==> config.mk <==
export PLATFORM = sky130hd
export DESIGN_NAME = cise_exec
export DESIGN_NICKNAME = d
export VERILOG_FILES = /design/src/core/cise_pkg.sv /design/src/core/cise_exec.sv
export VERILOG_INCLUDE_DIRS = /design/src /design/src/core
export SDC_FILE = /design/constraint.sdc
export NUM_CORES = 1
export LEC_CHECK = 0
export ABC_AREA = 1
export BUFFER_PORTS_ARGS = -buffer_cell sky130_fd_sc_hd__buf_2
export CORE_AREA = 4 4 104 106
export DETAILED_ROUTE_END_ITERATION = 10
export DIE_AREA = 0 0 108 110
export SYNTH_ARGS = -nofsm -noshare
export SYNTH_HDL_FRONTEND = slang
export SYNTH_SLANG_ARGS = --single-unit
==> constraint.sdc <==
create_clock -name sys_clk_in -period 2.7 [get_ports sys_clk_in]
set_input_delay 0.54 -clock sys_clk_in [delete_from_list [all_inputs] [get_ports sys_clk_in]]
set_output_delay 0.54 -clock sys_clk_in [all_outputs]
set_load 0.01 [all_outputs]
==> src/core/cise_defines.svh <==
`ifndef CISE_DEFINES_SVH
`define CISE_DEFINES_SVH

// ============================================================================
// Instruction word layout (14-bit word).
`define CISE_IW_W          14
`define CISE_FADDR_W       7
`define CISE_DEST_BIT      7
`define CISE_LIT8_W        8
`define CISE_LIT11_W       11
`define CISE_PC_W          15
`define CISE_PAGE_LO       3
`define CISE_PAGE_HI       6

// ============================================================================
// Opcode patterns and masks.
`define CISE_OP_DEC_MASK   14'h3F00
`define CISE_OP_DEC        14'h0300
`define CISE_OP_DSZ        14'h0B00
`define CISE_OP_ISZ        14'h0F00
`define CISE_OP_CLR_ACC_MASK 14'h3F80
`define CISE_OP_CLR_ACC    14'h0100
`define CISE_OP_JMP_MASK   14'h3800
`define CISE_OP_JMP        14'h2800
`define CISE_OP_ORL        14'h3800

// ============================================================================
// Reset values.
`define CISE_ACC_RST       8'h00
`define CISE_PC_RST        15'h0000

`endif

==> src/core/cise_pkg.sv <==
package cise_pkg;
  typedef enum logic [2:0] {
    CISE_OP_NONE  = 3'b000,
    CISE_OP_DEC   = 3'b001,
    CISE_OP_DSZ   = 3'b010,
    CISE_OP_ISZ   = 3'b011,
    CISE_OP_CLR_ACC = 3'b100,
    CISE_OP_JMP   = 3'b101,
    CISE_OP_ORL   = 3'b110
  } cise_op_t;

  typedef enum logic [1:0] {
    CISE_ST_EXEC  = 2'b00,
    CISE_ST_FLUSH = 2'b01
  } cise_state_t;
endpackage

==> src/core/cise_exec.sv <==
`timescale 1ns/1ps
`default_nettype none
`include "cise_defines.svh"

// Function
// - Decrement file register, result to accumulator or file per destination, update null flag.
// - Clear accumulator loads zero and always sets the null flag.
// - Decrement-with-skip stores result per destination and leaves flags unchanged.
// - Decrement-with-skip on zero result replaces next instruction with no-operation.
// - Jump loads literal into PC low bits, page latch bits 6..3 into PC 14..11.
// - Jump always takes two cycles, flushing the fetched next instruction.
// - Increment-with-skip stores result per destination and leaves flags unchanged.
// - Increment-with-skip on zero result replaces next instruction with no-operation.
// - OR literal into accumulator, write accumulator, update null flag.
module cise_exec (
  input  wire logic                       sys_clk_in,       // Core clock
  input  wire logic                       rst_n_in,         // Sync reset, active low
  input  wire logic                       instr_en_in,      // One-cycle instruction-cycle enable
  input  wire logic [`CISE_IW_W-1:0]      instr_in,         // Fetched instruction word
  input  wire logic [7:0]                 file_rd_data_in,  // Addressed file register value
  input  wire logic [7:0]                 page_latch_reg_in,// Page latch register
  input  wire logic                       null_flag_in,     // Current null-result flag
  output logic [`CISE_FADDR_W-1:0]        file_addr_out,    // File register address
  output logic                            file_wr_en_out,   // File write strobe (one cycle)
  output logic [7:0]                      file_wr_data_out, // File write data
  output logic [7:0]                      accum_out,        // Working register
  output logic                            null_flag_wr_out, // Null flag write strobe
  output logic                            null_flag_val_out,// Null flag value to write
  output logic [`CISE_PC_W-1:0]           pc_out,           // Program counter
  output logic                            flush_out         // Current cycle is a forced no-op
);

  // ==========================================================================
  // Decode. Each supported operation has one mask and one pattern; a hit
  // vector is formed per entry and the priority chain below picks among hits.
  localparam int unsigned num_ops = 6;
  localparam logic [`CISE_IW_W-1:0] op_mask [num_ops] = '{
    `CISE_OP_DEC_MASK, `CISE_OP_DEC_MASK, `CISE_OP_DEC_MASK,
    `CISE_OP_CLR_ACC_MASK, `CISE_OP_JMP_MASK, `CISE_OP_DEC_MASK
  };
  localparam logic [`CISE_IW_W-1:0] op_pat [num_ops] = '{
    `CISE_OP_DEC, `CISE_OP_DSZ, `CISE_OP_ISZ,
    `CISE_OP_CLR_ACC, `CISE_OP_JMP, `CISE_OP_ORL
  };

  cise_pkg::cise_op_t op;
  cise_pkg::cise_state_t state_q;
  logic [7:0] result;
  logic       is_zero;
  logic       dest_file;
  logic       executing;
  logic [num_ops-1:0]    op_hit;      // One hit per mask and pattern entry
  logic                  file_op;     // Decrement, decrement-skip or increment-skip
  logic                  skip_op;     // One of the two skip instructions
  logic                  flag_op;     // Operation that rewrites the null-result flag
  logic                  skip_taken;  // Skip instruction with a zero result
  logic                  file_write;  // File register write this cycle
  logic                  flag_value;  // Null-result flag value to write
  logic [`CISE_PC_W-1:0] jump_target; // Absolute jump destination

  for (genvar i = 0; i < num_ops; i++) begin : g_op_match
    assign op_hit[i] = ((instr_in & op_mask[i]) == op_pat[i]);
  end

  always_comb begin
    if (op_hit[0]) begin
      op = cise_pkg::CISE_OP_DEC;
    end else if (op_hit[1]) begin
      op = cise_pkg::CISE_OP_DSZ;
    end else if (op_hit[2]) begin
      op = cise_pkg::CISE_OP_ISZ;
    end else if (op_hit[3]) begin
      op = cise_pkg::CISE_OP_CLR_ACC;
    end else if (op_hit[4]) begin
      op = cise_pkg::CISE_OP_JMP;
    end else if (op_hit[5]) begin
      op = cise_pkg::CISE_OP_ORL;
    end else begin
      op = cise_pkg::CISE_OP_NONE;
    end
  end

  assign dest_file = instr_in[`CISE_DEST_BIT];
  assign executing = instr_en_in && (state_q == cise_pkg::CISE_ST_EXEC);
  assign flush_out = (state_q == cise_pkg::CISE_ST_FLUSH);
  assign file_addr_out = instr_in[`CISE_FADDR_W-1:0];
  assign file_op       = (op == cise_pkg::CISE_OP_DEC) || (op == cise_pkg::CISE_OP_DSZ) ||
                         (op == cise_pkg::CISE_OP_ISZ);
  assign skip_op       = (op == cise_pkg::CISE_OP_DSZ) || (op == cise_pkg::CISE_OP_ISZ);
  assign flag_op       = (op == cise_pkg::CISE_OP_DEC) || (op == cise_pkg::CISE_OP_CLR_ACC) ||
                         (op == cise_pkg::CISE_OP_ORL);
  assign skip_taken    = skip_op && is_zero;
  assign file_write    = executing && dest_file && file_op;
  assign jump_target   = {page_latch_reg_in[`CISE_PAGE_HI:`CISE_PAGE_LO],
                          instr_in[`CISE_LIT11_W-1:0]};

  // ==========================================================================
  // Arithmetic; 8-bit results wrap naturally.
  always_comb begin
    case (op)
      cise_pkg::CISE_OP_DEC,
      cise_pkg::CISE_OP_DSZ: result = file_rd_data_in - 8'h01;
      cise_pkg::CISE_OP_ISZ: result = file_rd_data_in + 8'h01;
      cise_pkg::CISE_OP_ORL: result = accum_out | instr_in[7:0];
      default:               result = 8'h00;
    endcase
  end

  assign is_zero = (result == 8'h00);

  // Clearing the accumulator forces the flag; every other writer reports zero.
  always_comb begin
    if (op == cise_pkg::CISE_OP_CLR_ACC) begin
      flag_value = 1'b1;
    end else begin
      flag_value = is_zero;
    end
  end

  // ==========================================================================
  // Sequencing: a skip with a zero result, or a jump, turns the next instruction cycle into a no-op.
  always_ff @(posedge sys_clk_in) begin
    if (!rst_n_in) begin
      state_q <= cise_pkg::CISE_ST_EXEC;
    end else if (instr_en_in) begin
      case (state_q)
        cise_pkg::CISE_ST_EXEC: begin
          if (op == cise_pkg::CISE_OP_JMP) begin
            state_q <= cise_pkg::CISE_ST_FLUSH;
          end else if (skip_taken) begin
            state_q <= cise_pkg::CISE_ST_FLUSH;
          end else begin
            state_q <= cise_pkg::CISE_ST_EXEC;
          end
        end
        cise_pkg::CISE_ST_FLUSH: begin
          state_q <= cise_pkg::CISE_ST_EXEC;
        end
        default: state_q <= cise_pkg::CISE_ST_EXEC;
      endcase
    end
  end

  // ==========================================================================
  // Program counter; it advances on every instruction cycle, flushed ones included, except an executed jump, which loads jump_target.
  always_ff @(posedge sys_clk_in) begin
    if (!rst_n_in) begin
      pc_out <= `CISE_PC_RST;
    end else if (executing && op == cise_pkg::CISE_OP_JMP) begin
      pc_out <= jump_target;
    end else if (instr_en_in) begin
      pc_out <= pc_out + 15'h0001;
    end
  end

  // ==========================================================================
  // Working register.
  always_ff @(posedge sys_clk_in) begin
    if (!rst_n_in) begin
      accum_out <= `CISE_ACC_RST;
    end else if (executing) begin
      case (op)
        cise_pkg::CISE_OP_CLR_ACC: accum_out <= 8'h00;
        cise_pkg::CISE_OP_ORL:  accum_out <= result;
        cise_pkg::CISE_OP_DEC,
        cise_pkg::CISE_OP_DSZ,
        cise_pkg::CISE_OP_ISZ: begin
          if (!dest_file) begin
            accum_out <= result;
          end
        end
        default: accum_out <= accum_out;
      endcase
    end
  end

  // ==========================================================================
  // File write and null flag strobes, one cycle each.
  always_ff @(posedge sys_clk_in) begin
    if (!rst_n_in) begin
      file_wr_en_out   <= 1'b0;
      file_wr_data_out <= 8'h00;
    end else begin
      file_wr_en_out <= file_write;
      // Data moves only with the strobe, so an idle file bus stays quiet.
      if (file_write) begin
        file_wr_data_out <= result;
      end
    end
  end

  // Skip instructions never raise this strobe, so flags stay untouched.
  always_ff @(posedge sys_clk_in) begin
    if (!rst_n_in) begin
      null_flag_wr_out  <= 1'b0;
      null_flag_val_out <= 1'b0;
    end else begin
      null_flag_wr_out  <= executing && flag_op;
      null_flag_val_out <= flag_value;
    end
  end

  // ==========================================================================
  // Elaboration checks. The operand fields are carved out of one fixed word,
  // so a layout constant edited on its own would silently misroute bits.
  if (`CISE_LIT11_W + `CISE_PAGE_HI - `CISE_PAGE_LO + 1 != `CISE_PC_W) begin : g_pc_w_chk
    $error("Jump target width does not match the program counter");
  end
  if (`CISE_DEST_BIT != `CISE_FADDR_W) begin : g_dest_chk
    $error("Destination bit must sit just above the file address");
  end
  if (`CISE_LIT8_W != 8 || `CISE_LIT11_W >= `CISE_IW_W) begin : g_lit_chk
    $error("Literal fields do not fit the instruction word");
  end
  for (genvar i = 0; i < num_ops; i++) begin : g_op_chk
    if ((op_pat[i] & ~op_mask[i]) != '0) begin : g_bad
      $error("Opcode pattern has bits outside its mask");
    end
  end

  // The incoming flag is for the core's own status path; unused here.
  logic unused_flag;
  assign unused_flag = null_flag_in;

endmodule
`default_nettype wire

==> metrics.md <==
| Metric | Value |
|---|---|
| Outcome | `finished, final reports clean` |
| # diodes | `0` |
| Critical Setup Path Class | `in -> reg` |
| Largest cells by area after synthesis | `dfxtp_1, nand2_1, nor2_1` |
| Synth Area in Adders | `0.0448` |
| Die area | `11900 sq um` |
| Die Ht | `110 um` |
| Worst Tran Pin Value | `0.730 ns` |
| CTS tree | `done` |
| Hold Crit Class | `reg -> reg` |
| Starting Density | `0.246` |
| Crit-path max cell delay | `0.39 ns` |
| RD Place Congestion | `0.835` |
| First-iteration detailed-routing DRC count | `102` |
| Main combinational cell family by area after synthesis | `simple AND/OR/NAND/NOR gates` |
| Drt wl/cell | `12.7 um` |
| Clk buf depth | `2` |
| GRT Resource Usage Total | `0.119` |
| Post-synthesis xor/xnor area fraction | `0.0255` |
| Gr busiest metal | `met2` |
| H-tree levels | `2` |
| Root Buffer Master | `clkbuf_8` |
| Met2 Usage GRT | `0.197` |
| Nets@finish | `461` |
| Final WL | `7010 um` |
| Synth cell count leaders | `nand2_1, nor2_1, inv_1, dfxtp_1, a21oi_1` |
| Max-slew headroom | `0.513` |
| Final slew viol count | `0` |
| Simple-Gate Fraction of Synth Area | `0.320` |
| DRC Markers | `0` |
| Final clock skew | `0.00959 ns` |
| Layout cells sized above 1 | `0.260` |
| Fmax | `0.448 GHz` |
| Final Hold Fails | `0` |
| Sequential element share of the synthesized area | `0.292` |
| EDFF count, synth | `0` |
| Netlist cell types | `41` |
| Met1 Usage GRT | `0.156` |
| TritonCTS buffer count | `5` |
| Area grow syn2layout | `22.3%` |
| Post-CTS Setup Repair Bufs | `0` |
| GR Overflow Total | `0` |
| # fillers | `1130` |
| Mapped Cells | `357` |
| Most common cell in the synthesized netlist | `nand2_1` |
| Die X | `108 um` |
| Core area | `9770 sq um` |
| CP Capture Type | `flip-flop` |
| Maxcap violations | `0` |
| Compound-cell area share of the yosys netlist | `0.197` |
| CTS Sinks | `35` |
| Top_reg_cell synth | `dfxtp_1` |
| FP Rows | `36` |
| Power density cells | `424 nW/um^2` |
| Antenna violations before repair | `0` |
| CTS clk-pin slew, worst paths | `0.09 ns` |
| RSZ-0062 raised after global routing | `no` |
| Pre-antenna DRT Iters | `4` |
| Final setup viols | `0` |
| Crit-path cells | `buf_2 -> nand2_2 -> nor2_4 -> nand2_4 -> ha_1 -> nand2_1 -> nand2_1 -> inv_1 -> nand2_1 -> nand2_1 -> nand3_1 -> nand2_1 -> nor2_1 -> nand2_1 -> nor2_1 -> nand4_1 -> a21oi_1` |
| Final Cycle Share | `0.826` |
| Final std cells w/o fill | `553` |
| WP data required | `2.93 ns` |
| Critical path's most frequent cell | `nand2_1` |
| Yosys top cell by area | `dfxtp_1` |
| Post-CTS Hold Fix Bufs | `0` |
| Crit start category | `input pin` |
| Post-DP Area | `2820 sq um` |
| DP HPWL | `5520 um` |
| Min Tclk post-route | `2.23 ns` |
| Final ANT Viol Nets | `0` |
| Vias | `2458` |
| Vias in the first global route | `2284` |
| Net count after synthesis | `399` |
| Leakage power | `1.44 nW` |
| Post-route worst setup slack | `0.470 ns` |
| Worst slack, placed | `0.174 ns` |
| Syn_area_per_cell | `6.73 sq um` |
| VDD IR max | `0.178 mV` |
| Crit path DAT | `2.46 ns` |
| Clk Latency, worst-skew pair | `0.30 ns` |
| Cell area after layout | `2940 sq um` |
| Asr flop ratio synth | `0` |
| Setup TNS | `0 ns` |
| Seq cells post-synth | `35` |
| Slowest CP cell | `ha_1` |
| Synth warnings | `0` |
| Pin count of the biggest net entering global routing | `22` |
| Post-synth top area share | `0.292` |
| Io pins | `76` |
| Buffers on Ports | `70` |
| Finished Core Util | `0.300` |
| First-pass GRT wire length | `11200 um` |
| Placed Cells | `545` |
| Post-CTS sizing | `0` |
| Critical-path maximum fanout | `11` |
| Synthesized area | `2400 sq um` |
| Grt met3 use | `0.0309` |
| Post-synthesis mux area share | `0` |
| Vias/cell | `4.44` |
-- placed cells by master, fill, tap and decap left out, types with 6 or more instances in the layout --
| cell type | netlist | final |
|---|---|---|
| a21oi_1 | 25 | 25 |
| nand2_1 | 71 | 71 |
| nor2_1 | 49 | 49 |
| buf_2 | 3 | 70 |
| o21ai_0 | 24 | 24 |
| ha_1 | 7 | 7 |
| o21ai_1 | 6 | 6 |
| o211ai_1 | 6 | 6 |
| inv_1 | 39 | 39 |
| dfxtp_1 | 35 | 35 |
| nand3_1 | 23 | 23 |
-- cell families after synthesis --
family	Yosys count
simple gates	168
compound gates	77
buf+inv	62
flops	35
fa+ha+maj	8
xor+xnor	7
-- power breakdown --
group          internal, mW  switching [mW]  leakage [nW]
Combinational        0.0769           0.126          1.10
Sequential            0.531          0.0136         0.284
Clock                 0.280           0.218        0.0587
-- sequential cells by signal, indices dropped and copies added, names as in the netlist --
| signal | cells |
|---|---|
| accum_out | 8 |
| file_wr_data_out | 8 |
| file_wr_en_out | 1 |
| null_flag_val_out | 1 |
| null_flag_wr_out | 1 |
| pc_out | 15 |
| state_q | 1 |
-- metal layers --
| layer | share of wire | routed length, um | up-vias |
|---|---|---|---|
| met3 | 0.055 | 384 | 9 |
| met1 | 0.47 | 3320 | 1107 |
| met5 | 0 | 0 | - |
| met2 | 0.46 | 3230 | 55 |
| met4 | 0.011 | 76 | 0 |
| li1 | - | - | 1287 |
-- path summary, 6_finish.rpt --
check,start,slack [ns],end,depth (start not counted)
hold / removal,pc_out[13],0.48,pc_out[13],2
hold reg to reg,pc_out[13],0.48,pc_out[13],2
setup / recovery,instr_in[9],0.47,state_q[0],17
setup reg to reg,pc_out[0],0.95,pc_out[8],10
-- metrics by stage --
step	power (mW)	hold WS, ns
after global routing	1.31	0.505
after detailed placement	0.761	0.473
after floorplan	0.689	0.502
final	1.24	0.483
after CTS	1.26	0.484
after global placement	0.757	0.469
-- area by class of cell --
| type | instances | area, sq um | area share |
|---|---|---|---|
| repair buffers | 73 | 373 | 0.127 |
| inverters | 44 | 170 | 0.0579 |
| multi-input cells | 260 | 1410 | 0.480 |
| well taps | 133 | 166 | 0.0567 |
| clock buffers | 5 | 68.8 | 0.0234 |
| clock inverters | 3 | 47.5 | 0.0162 |
| flip-flops and latches | 35 | 701 | 0.239 |
-- critical path, delay by kind of cell --
family                   cells  cell delay (ns)
buffers and inverters        2             0.18
adder cells (fa/ha/maj)      1             0.39
AND/OR/NAND/NOR             13             1.23
AO/OA/AOI/OAI                1             0.12
No activity file was read; power rests on OpenSTA's default activity.
